--- src/verilog/brd_pkg.sv ---
// Shared constants of the board reset distribution block
package brd_pkg;
  // ------------------------------------------------------------
  // Reset domains, bit order {vme, isa, pci, host bridge, cpu}
  // ------------------------------------------------------------
  localparam int NDOM = 5;
  localparam int DOM_CPU = 0;
  localparam int DOM_HOSTBR = 1;
  localparam int DOM_PCI = 2;
  localparam int DOM_ISA = 3;
  localparam int DOM_VME = 4;
  localparam logic [NDOM-1:0] DOM_RST = 5'h0f;

  // ------------------------------------------------------------
  // Reset sources and the domains each one reaches
  // ------------------------------------------------------------
  localparam int NSRC = 10;
  localparam int SRC_POR = 0;
  localparam int SRC_SW = 1;
  localparam int SRC_WDT1 = 2;
  localparam int SRC_WDT2 = 3;
  localparam int SRC_HOT = 4;
  localparam int SRC_PIO = 5;
  localparam int SRC_VMEIN = 6;
  localparam int SRC_SYSSW = 7;
  localparam int SRC_LOCSW = 8;
  localparam int SRC_CSR = 9;
  // Highest source first
  localparam logic [NSRC*NDOM-1:0] SRC_MASK = {
    5'h0b, 5'h0b, 5'h11, 5'h1f, 5'h0c,
    5'h0f, 5'h1f, 5'h1f, 5'h1f, 5'h1f
  };

  // ------------------------------------------------------------
  // Register map
  // ------------------------------------------------------------
  localparam int AXI_AW = 8;
  localparam logic [AXI_AW-1:0] ADDR_MAP_CTRL = 8'h00;
  localparam logic [AXI_AW-1:0] ADDR_RST_STAT = 8'h04;
  localparam logic [AXI_AW-1:0] ADDR_RST_CAUSE = 8'h08;
  localparam int MAP_W = 4;
  localparam int STAT_SYSCTL = 8;
  localparam int STAT_FIT = 9;
  localparam int STAT_DRV = 10;
  localparam logic [1:0] RESP_OKAY = 2'h0;
  localparam logic [1:0] RESP_SLVERR = 2'h2;

  // ------------------------------------------------------------
  // Timing
  // ------------------------------------------------------------
  localparam int CLK_NS = 4;
  localparam int POR_HOLD_NS = 100000;
  localparam int VME_REL_NS = 200;
  localparam int POR_HOLD_CYC = (POR_HOLD_NS + CLK_NS - 1) / CLK_NS;
  localparam int VME_REL_CYC = (VME_REL_NS + CLK_NS - 1) / CLK_NS;
endpackage

--- src/verilog/brd_top.sv ---
// Board reset distribution: sources, domain fan-out, AXI4-Lite registers
//
// Behaviour
// Power-on reset resets cpu, host bridge, PCI, ISA, and VMEbus when system controller.
// The reset switch resets all local domains and VMEbus only when system controller.
// The timekeeper watchdog resets all local domains and VMEbus when system controller.
// The second watchdog counts as a source only while the build option input is set.
// The alternate hot reset resets cpu, host bridge, PCI and ISA but not VMEbus.
// The PCI/ISA I/O reset resets only the PCI and ISA domains.
// Incoming VMEbus system reset resets all local domains and shows on the VMEbus domain.
// The VME bridge system software reset resets only the cpu, and the VMEbus when system controller.
// VME bridge local software and CSR resets reset cpu, host bridge and ISA only.
// Any host bridge reset turns every PCI map decoder off; software re-enables them.
// Each domain output is the OR of its sources and holds while any of them is active.
`timescale 1ns/100ps
module brd_top #(
  parameter int POR_HOLD_CYC = brd_pkg::POR_HOLD_CYC
) (
  input wire logic clk,
  input wire logic rst,
  input wire logic rst_switch_n,
  input wire logic tk_wdt1_rst_req,
  input wire logic tk_wdt2_rst_req,
  input wire logic wdt2_option_fitted,
  input wire logic sys_ctrl_strap,
  input wire logic alternate_hot_reset_request,
  input wire logic pci_isa_io_rst_req,
  input wire logic vme_sys_sw_rst,
  input wire logic vme_loc_sw_rst,
  input wire logic vme_csr_rst,
  input wire logic vme_sysreset_n_i,
  output logic vme_sysreset_n_o,
  output logic vme_sysreset_oe_n,
  output logic cpu_rst,
  output logic processor_host_bridge_rst,
  output logic pci_dev_rst,
  output logic isa_dev_rst,
  output logic vme_dom_rst,
  output logic [brd_pkg::MAP_W-1:0] pci_map_dec_en,
  input wire logic [brd_pkg::AXI_AW-1:0] s_axi_awaddr,
  input wire logic s_axi_awvalid,
  output logic s_axi_awready,
  input wire logic [31:0] s_axi_wdata,
  input wire logic [3:0] s_axi_wstrb,
  input wire logic s_axi_wvalid,
  output logic s_axi_wready,
  output logic [1:0] s_axi_bresp,
  output logic s_axi_bvalid,
  input wire logic s_axi_bready,
  input wire logic [brd_pkg::AXI_AW-1:0] s_axi_araddr,
  input wire logic s_axi_arvalid,
  output logic s_axi_arready,
  output logic [31:0] s_axi_rdata,
  output logic [1:0] s_axi_rresp,
  output logic s_axi_rvalid,
  input wire logic s_axi_rready
);
  // ------------------------------------------------------------
  // Types and state
  // ------------------------------------------------------------
  typedef enum logic [1:0] {W_IDLE = 2'h1, W_RESP = 2'h2} brd_wst_e;
  typedef enum logic [1:0] {R_IDLE = 2'h1, R_DATA = 2'h2} brd_rdst_e;

  typedef struct packed {
    logic [brd_pkg::NDOM-1:0] dom;
    logic oe_n;
    logic [brd_pkg::MAP_W-1:0] map_en;
    logic [brd_pkg::NSRC-1:0] cause;
    brd_wst_e wst;
    brd_rdst_e rdst;
    logic aw_have, w_have, awready, wready, bvalid, arready, rvalid;
    logic [brd_pkg::AXI_AW-1:0] aw_addr;
    logic [31:0] w_data;
    logic [3:0] w_strb;
    logic [1:0] bresp, rresp;
    logic [31:0] rdata;
  } brd_state_s;

  brd_state_s q, n;

  // ------------------------------------------------------------
  // Helper functions
  // ------------------------------------------------------------
  // Domains reached by a set of active sources
  function automatic logic [brd_pkg::NDOM-1:0] brd_dom(
    input logic [brd_pkg::NSRC-1:0] s
  );
    logic [brd_pkg::NDOM-1:0] r;
    r = '0;
    for (int i = 0; i < brd_pkg::NSRC; i++) begin
      if (s[i]) begin
        r = r | brd_pkg::SRC_MASK[i*brd_pkg::NDOM +: brd_pkg::NDOM];
      end
    end
    return r;
  endfunction

  // Word address match, byte lanes ignored
  function automatic logic brd_hit(
    input logic [brd_pkg::AXI_AW-1:0] a,
    input logic [brd_pkg::AXI_AW-1:0] r
  );
    return a[brd_pkg::AXI_AW-1:2] == r[brd_pkg::AXI_AW-1:2];
  endfunction

  // Byte enables widened to a bit mask
  function automatic logic [31:0] brd_bmask(input logic [3:0] strb);
    logic [31:0] m;
    m = '0;
    for (int i = 0; i < 4; i++) begin
      m[i*8 +: 8] = {8{strb[i]}};
    end
    return m;
  endfunction

  // ------------------------------------------------------------
  // Input synchronisation
  // ------------------------------------------------------------
  logic s_sw, s_wdt1, s_wdt2, s_fit, s_sysctl, s_hot, s_pio, s_vmein, s_sys, s_loc, s_csr;
  logic [10:0] syn;

  // Active-low pins are inverted first so a sync reset of zero is idle
  brd_sync #(.W(11)) u_sync (
    .clk(clk), .rst(rst),
    .d({~rst_switch_n, tk_wdt1_rst_req, tk_wdt2_rst_req,
        wdt2_option_fitted, sys_ctrl_strap, alternate_hot_reset_request,
        pci_isa_io_rst_req, ~vme_sysreset_n_i, vme_sys_sw_rst,
        vme_loc_sw_rst, vme_csr_rst}),
    .q(syn)
  );
  assign {s_sw, s_wdt1, s_wdt2, s_fit, s_sysctl, s_hot, s_pio, s_vmein, s_sys,
          s_loc, s_csr} = syn;

  // ------------------------------------------------------------
  // Power-on hold and VMEbus readback holdoff
  // ------------------------------------------------------------
  logic por_act, hold_act;

  // Power-on keeps every local domain, and VMEbus as system controller, down for a while after rst drops
  brd_pulse #(.N(POR_HOLD_CYC), .ACT_RST(1'b1)) u_por (
    .clk(clk), .rst(rst), .trig(1'b0), .act(por_act)
  );

  // Our own drive echoes back on the pin; ignore it until it has settled
  brd_pulse #(.N(brd_pkg::VME_REL_CYC), .ACT_RST(1'b0)) u_hold (
    .clk(clk), .rst(rst), .trig(~q.oe_n), .act(hold_act)
  );

  // ------------------------------------------------------------
  // Source vector
  // ------------------------------------------------------------
  logic [brd_pkg::NSRC-1:0] src, src_own;
  logic [brd_pkg::NDOM-1:0] dom_all, dom_own;

  // Echo masking avoids the board latching its own system reset
  always_comb begin
    src = '0;
    src[brd_pkg::SRC_POR] = por_act;
    src[brd_pkg::SRC_SW] = s_sw;
    src[brd_pkg::SRC_WDT1] = s_wdt1;
    src[brd_pkg::SRC_WDT2] = s_wdt2 & s_fit;
    src[brd_pkg::SRC_HOT] = s_hot;
    src[brd_pkg::SRC_PIO] = s_pio;
    src[brd_pkg::SRC_VMEIN] = s_vmein & q.oe_n & ~hold_act;
    src[brd_pkg::SRC_SYSSW] = s_sys;
    src[brd_pkg::SRC_LOCSW] = s_loc;
    src[brd_pkg::SRC_CSR] = s_csr;
    src_own = src;
    src_own[brd_pkg::SRC_VMEIN] = 1'b0;
  end

  // Incoming system reset never feeds our own drive
  assign dom_all = brd_dom(src);
  assign dom_own = brd_dom(src_own);

  // ------------------------------------------------------------
  // Next state
  // ------------------------------------------------------------
  always_comb begin
    logic [31:0] dm;
    logic [brd_pkg::NSRC-1:0] clr;
    dm = brd_bmask(q.w_strb);
    clr = '0;
    n = q;

    // Domain outputs; VMEbus driven only as system controller
    n.dom = dom_all;
    n.oe_n = ~(dom_own[brd_pkg::DOM_VME] & s_sysctl);
    n.dom[brd_pkg::DOM_VME] = ~n.oe_n | src[brd_pkg::SRC_VMEIN];

    // Address and data may arrive in either order
    if (s_axi_awvalid && q.awready) begin
      n.aw_have = 1'b1;
      n.aw_addr = s_axi_awaddr;
    end
    if (s_axi_wvalid && q.wready) begin
      n.w_have = 1'b1;
      n.w_data = s_axi_wdata;
      n.w_strb = s_axi_wstrb;
    end

    // Write sequencer
    case (q.wst)
      W_IDLE: begin
        if (q.aw_have && q.w_have) begin
          n.bresp = brd_pkg::RESP_OKAY;
          if (brd_hit(q.aw_addr, brd_pkg::ADDR_MAP_CTRL)) begin
            n.map_en = (q.map_en & ~dm[brd_pkg::MAP_W-1:0]) |
                       (q.w_data[brd_pkg::MAP_W-1:0] & dm[brd_pkg::MAP_W-1:0]);
          end else if (brd_hit(q.aw_addr, brd_pkg::ADDR_RST_CAUSE)) begin
            clr = q.w_data[brd_pkg::NSRC-1:0] & dm[brd_pkg::NSRC-1:0];
          end else if (!brd_hit(q.aw_addr, brd_pkg::ADDR_RST_STAT)) begin
            n.bresp = brd_pkg::RESP_SLVERR;
          end
          n.aw_have = 1'b0;
          n.w_have = 1'b0;
          n.bvalid = 1'b1;
          n.wst = W_RESP;
        end
      end
      W_RESP: begin
        if (s_axi_bready) begin
          n.bvalid = 1'b0;
          n.wst = W_IDLE;
        end
      end
      default: begin
        n.wst = W_IDLE;
      end
    endcase
    n.awready = !n.aw_have && (n.wst == W_IDLE);
    n.wready = !n.w_have && (n.wst == W_IDLE);

    // Decoders stay off while the host bridge is held in reset
    if (q.dom[brd_pkg::DOM_HOSTBR]) begin
      n.map_en = '0;
    end

    // Sticky cause bits: a new event beats a same-cycle clear
    n.cause = (q.cause & ~clr) | src;

    // Read sequencer; data is captured once and held
    case (q.rdst)
      R_IDLE: begin
        if (s_axi_arvalid && q.arready) begin
          n.rdata = '0;
          n.rresp = brd_pkg::RESP_OKAY;
          if (brd_hit(s_axi_araddr, brd_pkg::ADDR_MAP_CTRL)) begin
            n.rdata[brd_pkg::MAP_W-1:0] = q.map_en;
          end else if (brd_hit(s_axi_araddr, brd_pkg::ADDR_RST_STAT)) begin
            n.rdata[brd_pkg::NDOM-1:0] = q.dom;
            n.rdata[brd_pkg::STAT_SYSCTL] = s_sysctl;
            n.rdata[brd_pkg::STAT_FIT] = s_fit;
            n.rdata[brd_pkg::STAT_DRV] = ~q.oe_n;
          end else if (brd_hit(s_axi_araddr, brd_pkg::ADDR_RST_CAUSE)) begin
            n.rdata[brd_pkg::NSRC-1:0] = q.cause;
          end else begin
            n.rresp = brd_pkg::RESP_SLVERR;
          end
          n.rvalid = 1'b1;
          n.rdst = R_DATA;
        end
      end
      R_DATA: begin
        if (s_axi_rready) begin
          n.rvalid = 1'b0;
          n.rdst = R_IDLE;
        end
      end
      default: begin
        n.rdst = R_IDLE;
      end
    endcase
    n.arready = (n.rdst == R_IDLE);
  end

  // ------------------------------------------------------------
  // State register
  // ------------------------------------------------------------
  // Local domains come up held; VMEbus is not driven until the strap is seen
  always_ff @(posedge clk) begin
    if (rst) begin
      q <= '0;
      q.dom <= brd_pkg::DOM_RST;
      q.oe_n <= 1'b1;
      q.wst <= W_IDLE;
      q.rdst <= R_IDLE;
    end else begin
      q <= n;
    end
  end

  // ------------------------------------------------------------
  // Outputs
  // ------------------------------------------------------------
  // Open drain: the level is low whenever the enable is active
  assign vme_sysreset_n_o = q.oe_n;
  assign vme_sysreset_oe_n = q.oe_n;
  assign cpu_rst = q.dom[brd_pkg::DOM_CPU];
  assign processor_host_bridge_rst = q.dom[brd_pkg::DOM_HOSTBR];
  assign pci_dev_rst = q.dom[brd_pkg::DOM_PCI];
  assign isa_dev_rst = q.dom[brd_pkg::DOM_ISA];
  assign vme_dom_rst = q.dom[brd_pkg::DOM_VME];
  assign pci_map_dec_en = q.map_en;
  assign {s_axi_awready, s_axi_wready, s_axi_arready} = {q.awready, q.wready, q.arready};
  assign {s_axi_bvalid, s_axi_bresp} = {q.bvalid, q.bresp};
  assign {s_axi_rvalid, s_axi_rresp, s_axi_rdata} = {q.rvalid, q.rresp, q.rdata};
endmodule

--- src/verilog/brd_sync.sv ---
// Two-stage synchroniser for asynchronous request pins
`timescale 1ns/100ps
module brd_sync #(
  parameter int W = 1
) (
  input wire logic clk,
  input wire logic rst,
  input wire logic [W-1:0] d,
  output logic [W-1:0] q
);
  typedef struct packed {
    logic [W-1:0] meta;
    logic [W-1:0] safe;
  } brd_sync_s;
  brd_sync_s st_q;
  brd_sync_s st_d;

  // First stage feeds only the second stage
  always_comb begin
    st_d.meta = d;
    st_d.safe = st_q.meta;
  end

  always_ff @(posedge clk) begin
    if (rst) begin
      st_q <= '0;
    end else begin
      st_q <= st_d;
    end
  end

  assign q = st_q.safe;
endmodule

--- src/verilog/brd_pulse.sv ---
// Stretcher: holds its output while trig is high and N cycles beyond
`timescale 1ns/100ps
module brd_pulse #(
  parameter int N = 8,
  parameter bit ACT_RST = 1'b0
) (
  input wire logic clk,
  input wire logic rst,
  input wire logic trig,
  output logic act
);
  localparam int CW = $clog2(N + 1);
  localparam logic [CW-1:0] LOAD = CW'(N);
  typedef struct packed {
    logic [CW-1:0] cnt;
    logic act;
  } brd_pulse_s;
  brd_pulse_s st_q;
  brd_pulse_s st_d;

  // Reload while triggered, else count down to zero
  always_comb begin
    st_d = st_q;
    if (trig) begin
      st_d.cnt = LOAD;
    end else if (st_q.cnt != '0) begin
      st_d.cnt = st_q.cnt - CW'(1);
    end
    st_d.act = trig | (st_d.cnt != '0);
  end

  // With ACT_RST the hold starts out full, so release begins the count
  always_ff @(posedge clk) begin
    if (rst) begin
      st_q.cnt <= ACT_RST ? LOAD : '0;
      st_q.act <= ACT_RST;
    end else begin
      st_q <= st_d;
    end
  end

  assign act = st_q.act;
endmodule

--- config.mk ---
export PLATFORM = sky130hd
export DESIGN_NAME = brd_top
export DESIGN_NICKNAME = d
export VERILOG_FILES = /design/src/verilog/brd_pkg.sv /design/src/verilog/brd_top.sv /design/src/verilog/brd_sync.sv /design/src/verilog/brd_pulse.sv
export SDC_FILE = /design/constraint.sdc
export NUM_CORES = 1
export LEC_CHECK = 0
export ABC_CLOCK_PERIOD_IN_PS = 1800
export BUFFER_PORTS_ARGS = -buffer_cell sky130_fd_sc_hd__buf_2
export CAP_MARGIN = 20
export CORE_MARGIN = 1.5
export CORE_UTILIZATION = 47
export DETAILED_ROUTE_END_ITERATION = 8
export PLACE_DENSITY_LB_ADDON = 0.25
export SYNTH_ARGS = -nofsm -noshare
export SYNTH_HDL_FRONTEND = slang
export SYNTH_SLANG_ARGS = --single-unit
--- constraint.sdc ---
create_clock -name clk -period 1.8 [get_ports clk]
set_input_delay 0.09 -clock clk [delete_from_list [all_inputs] [get_ports clk]]
set_output_delay 0.09 -clock clk [all_outputs]
set_load 0.02 [all_outputs]
Word level (Yosys, flattened, before mapping)
Cells that the tools add are included.
W data, S select, Z words.
- register bits: 111
- input port bits: 70
- logic and storage cells: 130
- add/sub/neg operators: 2
- eq/ne operators: 14
- muxes and demuxes: 44
- bitwise logic cells: 19
- reductions and logical operators: 24
- operator list (kind ; number):
    $mux W10 ; 5
    $mux W5 ; 6
    $reduce_bool A15 Y1 ; 2
    $mux W2 ; 13
    $and A10 B10 Y10 ; 2
    $mux W4 ; 4
    $mux W15 ; 1
    $sub A15 B1 Y15 const B ; 1
    $eq A6 B1 Y1 const B ; 2
    $eq A6 B2 Y1 const B ; 2
    $logic_not A6 Y1 ; 2
    $mux W6 ; 2
    $reduce_bool A6 Y1 ; 2
    $not A10 Y10 ; 1
    $or A10 B10 Y10 ; 1
    $reduce_and A3 Y1 ; 3
    $and A4 B4 Y4 ; 2
    $eq A2 B1 Y1 const B ; 4
    $ne A2 B2 Y1 const B ; 4
    $pmux W2 S2 ; 2
    $mux W1 ; 7
    $mux W7 ; 1
    $logic_and A1 B1 Y1 ; 6
    $sub A6 B1 Y6 const B ; 1
    14 further kinds ; 27

Depth between registers and ports, before layout
Gate-level depths: netlist of the first run.
- depth in word-level cells: 9
- depth in mapped cells: 8
- mapped depth without buffers: 7

Cells and area by module
Synthesis of the first run repeated with hierarchy kept, for this count alone.
- cells, all modules: 543
- area, all modules: 4869.7 um^2
- modules (own cells, without submodules) (module ; instances ; cells an instance ; area each (um^2) ; seq. area each (um^2)):
    brd_top ; 1 ; 355 ; 2995.4 ; 1241.2
    brd_pulse at u_por ; 1 ; 96 ; 832.0 ; 320.3
    brd_sync ; 1 ; 46 ; 640.6 ; 440.4
    brd_pulse at u_hold ; 1 ; 46 ; 401.6 ; 140.1

Least setup slack after synthesis of the first run
No wires, ideal clock.
- kind: register to register
- start: register u_por.st_q[8] (netlist bit)
- end: register u_por.act (netlist name)
- arrival: 1.883 ns
- required time: 1.671 ns
- slack: -0.212 ns
- cell stages (with the launch flop): 7
- path buffers: 1
- clock period less this slack: 2.012 ns
- path through: dfxtp_1 -> or4_1 -> buf_2 -> nor4_1 -> mux2_1 -> a211oi_1 -> nand4_1
- longest elaborated chain between the ends: 3
- RTL lines (element ; RTL line ; text):
    start: declaration ; brd_pulse.sv:18 ; brd_pulse_s st_q;
    start signal: assignment ; brd_pulse.sv:38 ; st_q <= st_d;
    $sub A15 B1 Y15 or $reduce_bool A15 Y1 (tied branches) ; brd_pulse.sv:27, brd_pulse.sv:26 ;
    $mux W15 * ; brd_pulse.sv:26 ; end else if (st_q.cnt != '0) begin
    $reduce_bool A15 Y1 * ; brd_pulse.sv:29 ; st_d.act = trig | (st_d.cnt != '0);
Every way passes the cells marked *; elsewhere a longest branch is shown, timed or not.
A chain may end at the register's enable or synchronous reset.

Worst setup path after layout of the first run
- start: register u_por.st_q[5] (netlist bit)
- end: register u_por.act (netlist name)
- longest elaborated chain between the ends: 3
- RTL lines (element ; RTL line):
    $sub A15 B1 Y15 or $reduce_bool A15 Y1 (tied branches) ; brd_pulse.sv:27, brd_pulse.sv:26
    $mux W15 * ; brd_pulse.sv:26
    $reduce_bool A15 Y1 * ; brd_pulse.sv:29
Marks and branches as above.

==> results of run 1 <==
-- cell families (layout without fill, tap and decap cells) --
family,after synthesis,count (layout)
flip-flops,107,107
buffers and inverters,82,185
AO/OA/AOI/OAI,97,97
adder cells (fa/ha/maj),8,8
XOR/XNOR,9,9
AND/OR/NAND/NOR,229,229
multiplexers,7,7
other,1,23
-- placed cells by master, fill, tap and decap left out, types with 17 or more instances in the layout --
| cell | n |
|---|---|
| dlygate4sd3_1 | 29 |
| nand3_1 | 23 |
| nand2_1 | 54 |
| nor3_1 | 17 |
| dfxtp_1 | 97 |
| nor2b_1 | 30 |
| nor2_1 | 46 |
| buf_2 | 70 |
| a21oi_1 | 48 |
| buf_4 | 51 |
| conb_1 | 23 |
-- per-stage QoR --
step	util	setup TNS, ns
floorplan	-	-0.115
global placement	0.541	-0.542
detailed placement	0.541	-0.891
CTS	0.600	-0.127
global route	0.610	-0.537
finish	0.610	-0.148
-- power breakdown --
part | internal, uW | switching, uW
Clock | 511 | 814
Combinational | 831 | 911
Sequential | 2650 | 201
Total | 3990 | 1930
-- cell usage after synthesis, drive strengths merged, types with 5 or more instances --
library cell,instances,area share
nand2,56,0.045
ha,8,0.022
clkbuf,16,0.013
buf,51,0.076
nor2b,30,0.040
nor3,19,0.022
nand3,25,0.027
nor2,46,0.037
mux2i,5,0.011
or4,5,0.0089
and2,7,0.0094
o21ai,11,0.012
or3,5,0.0078
dfxtp,107,0.46
a31oi,5,0.0067
inv,15,0.012
xnor2,9,0.017
or2,8,0.011
nor4,9,0.017
a21oi,51,0.057
a22oi,7,0.011
-- registers in the layout (all words and copies together) (netlist names), 6 cells and up, named ones only --
signal / count
q: 34
s_axi_rdata: 11
u_por.st_q: 15
u_sync.st_d: 11
u_sync.q: 11
u_hold.st_q: 6
-- critical path: stages (launching register included) --
cell	delay, ns
dfxtp_2	0.33
or4_4	0.57
nor4_4	0.26
mux2_4	0.34
a211oi_2	0.13
nand4_1	0.11
-- repair_timing --
item	CTS	global route
endpoints found under the hold margin	29	0
hold buffers	29	0
gates resized for setup	24	31
setup endpoints to repair	15	38
setup buffers	2	0
pin swaps	2	8
-- routing by layer --
metal	part of all wire	vias to the layer above
li1	-	2023
met1	0.44	1868
met2	0.51	88
met3	0.040	12
met4	0.010	0
met5	0	-
-- layout make-up --
type | instances | area, um2 | share of cell area
clock buffers | 9 | 124 | 0.0210
well taps | 133 | 166 | 0.0282
multi-input cells | 373 | 2280 | 0.385
inverters | 15 | 63.8 | 0.0108
flip-flops and latches | 107 | 2160 | 0.366
repair buffers | 154 | 1070 | 0.181
clock inverters | 7 | 48.8 | 0.00826
-- path summary, 6_finish.rpt --
check	cells after the start	endpoint	start
worst max-delay path	5	u_por.act$_SDFF_PP1_	u_por.st_q[5]$_SDFF_PP0_
worst min-delay path	3	q[76]$_SDFFE_PP0P_	s_axi_awvalid
worst max register to register	5	u_por.act$_SDFF_PP1_	u_por.st_q[5]$_SDFF_PP0_
worst min register to register	1	vme_sysreset_n_o$_SDFF_PP1_	u_sync.q[6]$_SDFF_PP0_
==> results.toml, run 1 <==
[yosys]
ys_async_sr_fraction = 0
synth_ff_type = "dfxtp_1"
synth_edf_count = 0
muxShareOfSynthArea = 0.0156
synth_cell_types = 55
synth-simple-area-share = 0.254
synthesis.area_mm2 = 0.00464
netlist_instances = 540
ys_seq_area_frac = 0.461
synthAdderAreaFrac = 0.0216
synth_warnings = 0
synth_top_family_by_area = "simple AND/OR/NAND/NOR gates"
yosys.area_share.xor_xnor = 0.0170
ys_seq_elements = 107
synth_compound_area_frac = 0.127
syn_area_per_cell_um2 = 8.60

[worst_hold_path]
min_path_type = "input port to flip-flop"

[power_and_ir_drop]
total_power_uw = 5920
p_leak_uw = 0.00241
peakVddDrop_mv = 0.514
powerDensity_mw_per_mm2 = 1000

[route]
routed_wl_um = 10600
drtPass1Iterations = 5
ant_nets = 0
drc_errors = 0
vias = 3991
wl_per_cell_um = 13.3
viasPerCell = 5.00
drt_iter0_markers = 113

[die]
row_count = 36
die_height_um = 102
die_w_um = 102
coreArea_mm2 = 0.00968
die-area_mm2 = 0.0105
start_util = 0.479
ios = 122

[run_status]
violations = "setup timing"
outcome = "finished with violations"

[timing]
drv_slew = 0
setup_viol = 3
finalWorstSetupSlack_ns = -0.0660
max_freq_mhz = 536
whs_ns = 0.0476
fin_worst_skew_ns = 0.00844
fin_crit_ns = 1.87
rsz0062_at_grt = "true"
post-route-period-util = 1.04
finalHoldViolations = 0

[critical_path]
crit_required_ns = 2.04
r2r_slack_ns = -0.07
path_class = "flip-flop to flip-flop"
startpoint_type = "flip-flop"
arrival_ns = 2.10
end_kind = "flip-flop"
critPathMaxFanout = 4

[clocking]
cts.htree.levels = 3
clk_path_buf_depth = 2
cts_sinks = 107
cts_buffers = 9
insertion_delay_ns = 0.36
cts_root_buffer = "clkbuf_8"
cts_tree = "built"
cts.reportedPaths.clkPinSlew_ns = 0.10

[global_route]
grt_pass1_vias = 3680
grt_pass1_wl_um = 16800
busiest_layer = "met2"
antenna_found_initial = 0
grt_use_met2 = 0.353
grt_max_degree = 33
grtUsageTotal = 0.204
grtUsageMet1 = 0.257
met3_usage = 0.0383
grt_overflow_total = 0

[layout]
diodes = 0
fin_area_mm2 = 0.00591
n_fill_cell = 842
synthToLayoutAreaGrowth_pct = 27.3
final_cell_count_no_fill = 798
layout.nets = 738
drive_above_1_share = 0.304

[place]
port_buffers = 70
dp.cells = 751
place_area_mm2 = 0.00524
globalplace.congestion = 0.812
dp_hpwl_um = 7440
dp_slack_ns = -0.146

[job]
cap_viol_max_count = 0
(Power assumes the default switching activity.)
==> run 2, diff against run 1 <==
--- a/config.mk
+++ b/config.mk
@@ -8,8 +8,10 @@
 export ABC_CLOCK_PERIOD_IN_PS = 1800
 export BUFFER_PORTS_ARGS = -buffer_cell sky130_fd_sc_hd__buf_2
 export CAP_MARGIN = 20
+export CELL_PAD_IN_SITES_DETAIL_PLACEMENT = 1
+export CELL_PAD_IN_SITES_GLOBAL_PLACEMENT = 1
 export CORE_MARGIN = 1.5
-export CORE_UTILIZATION = 47
+export CORE_UTILIZATION = 35
 export DETAILED_ROUTE_END_ITERATION = 8
 export PLACE_DENSITY_LB_ADDON = 0.25
 export SYNTH_ARGS = -nofsm -noshare
==> results.toml, run 2 (same netlist as run 1, synthesis figures left out) <==
[run_status]
outcome = "finished with violations"
violations = "hold timing, setup timing"

[global_route]
grtUsageTotal = 0.185
grt_pass1_wl_um = 21000
antenna_found_initial = 0
grt_overflow_total = 0
grt_max_degree = 45
grt_pass1_vias = 4352

[place]
port_buffers = 70
place_area_mm2 = 0.00531
dp_hpwl_um = 8830
globalplace.congestion = 0.807

[power_and_ir_drop]
power.share.clock = 0.311
powerDensity_mw_per_mm2 = 1100
p_int_uw = 4650
p_leak_uw = 0.00250
swShare = 0.322
p_sw_uw = 2210
peakVddDrop_mv = 0.533
power_frac_seq = 0.418
p_comb_frac = 0.272

[die]
start_util = 0.363
die_height_um = 118
die-area_mm2 = 0.0140
coreArea_mm2 = 0.0128
die_w_um = 118
ios = 122
row_count = 41

[layout]
fin_util = 0.488
layout.nets = 738
diodes = 0
layout_common_cells = "99 x dfxtp_1, 70 x buf_2, 56 x buf_4, 54 x nand2_1, 44 x nor2_1"
drive_above_1_share = 0.335
synthToLayoutAreaGrowth_pct = 34.4
regMostFlops = "q"
n_fill_cell = 1495
fin_area_mm2 = 0.00624
final_common_cell = "dfxtp_1"
reg_top3 = "q (34), u_por.st_q (15)"
largest_register_ffs = 34

[clocking]
cts_sinks = 107
cts_tree = "built"
cts.htree.levels = 3
cts.reportedPaths.clkPinSlew_ns = 0.08
cts_buffers = 9
insertion_delay_ns = 0.35
clk_path_buf_depth = 2
cts_root_buffer = "clkbuf_16"

[critical_path]
r2r-start = "u_por.st_q[7]$_SDFF_PP0_"
ff2ff_path_depth = 5
crit_required_ns = 2.02
path_class = "flip-flop to flip-flop"
end_kind = "flip-flop"
rr_endpoint = "u_por.act$_SDFF_PP1_"
critPathMaxFanout = 4
r2r_slack_ns = -0.10
arrival_ns = 2.12
startpoint_type = "flip-flop"
startpoint = "u_por.st_q[7]$_SDFF_PP0_"

[timing]
fin_worst_skew_ns = 0.00807
fin_crit_ns = 1.90
rsz0062_at_grt = "true"
post-route-period-util = 1.06
finalWorstSetupSlack_ns = -0.101
whs_ns = -0.000448
max_freq_mhz = 526
drv_slew = 0
finalHoldViolations = 1
setup_viol = 8

[route]
viasPerCell = 4.89
vias = 4091
routed_wl_um = 12900
drt_iter0_markers = 126
drc_errors = 0
ant_nets = 0
drtPass1Iterations = 4
wl_per_cell_um = 15.4

[worst_hold_path]
hold_end = "u_sync.st_d[6]$_SDFF_PP0_"
min_path_type = "input port to flip-flop"
hp-start = "sys_ctrl_strap"
hold_depth = 2

[job]
cap_viol_max_count = 0
## run 2: worst max-delay path: stages (launching register included)
cell and delay, ns:
dfxtp_2 0.32, or4_4 0.57, nor4_4 0.24, mux2_4 0.34
a211oi_2 0.19, nand4_1 0.12
## run 2: how the worst max path moves through the flow
| stage | endpoint | slack [ns] | depth (start not counted) |
|---|---|---|---|
| 2_1_floorplan | u_por.act$_SDFF_PP1_ | -0.09 | 6 |
| 3_3_place_gp | u_por.act$_SDFF_PP1_ | -0.14 | 4 |
| 3_5_place_dp | u_por.st_q[7]$_SDFF_PP0_ | -0.21 | 7 |
| 4_1_cts | u_por.act$_SDFF_PP1_ | -0.08 | 5 |
| 5_1_grt | u_por.act$_SDFF_PP1_ | -0.16 | 7 |
| 6_report | u_por.act$_SDFF_PP1_ | -0.10 | 5 |
## run 2: cell type report
class | count | area (um2) | area share
Multi-Input combinational cell | 373 | 2420 | 0.388
Clock inverter | 7 | 103 | 0.0164
Sequential cell | 107 | 2150 | 0.345
Tap cell | 172 | 215 | 0.0345
Timing Repair Buffer | 154 | 1060 | 0.170
Inverter | 15 | 58.8 | 0.00943
Clock buffer | 9 | 225 | 0.0361
## run 2: repair_timing
action / in CTS / in global routing
pin swaps: 0 / 13
hold buffers: 26 / 0
setup endpoints to repair: 27 / 36
buffers inserted: 0 / 2
resized for setup: 31 / 40
hold endpoints to repair: 26 / 0
## run 2: per-layer routing
layer / global-route usage / vias to the layer above / part of all wire
met2: 0.323 / 75 / 0.50
met1: 0.227 / 1987 / 0.45
li1: - / 2015 / -
met5: 0 / - / 0
met3: 0.0280 / 14 / 0.029
met4: 0.0716 / 0 / 0.017
## run 2: power by group through the flow
stage	logic (uW)	registers (uW)	clock network, uW
finish	1860	2870	2130
global route	2070	2900	2280
CTS	1770	2850	2180
detailed placement	1650	2890	0
global placement	1590	2870	0
floorplan	1120	2890	0
## run 2: per-stage QoR
stage,instances,worst slack [ns],TNS [ns],total power [uW]
final,837,-0.101,-0.238,6860
after global routing,837,-0.163,-1.08,7250
after CTS,835,-0.0805,-0.187,6800
after detailed placement,793,-0.209,-1.48,4540
after global placement,793,-0.136,-0.562,4450
after floorplan,562,-0.0907,-0.115,4010
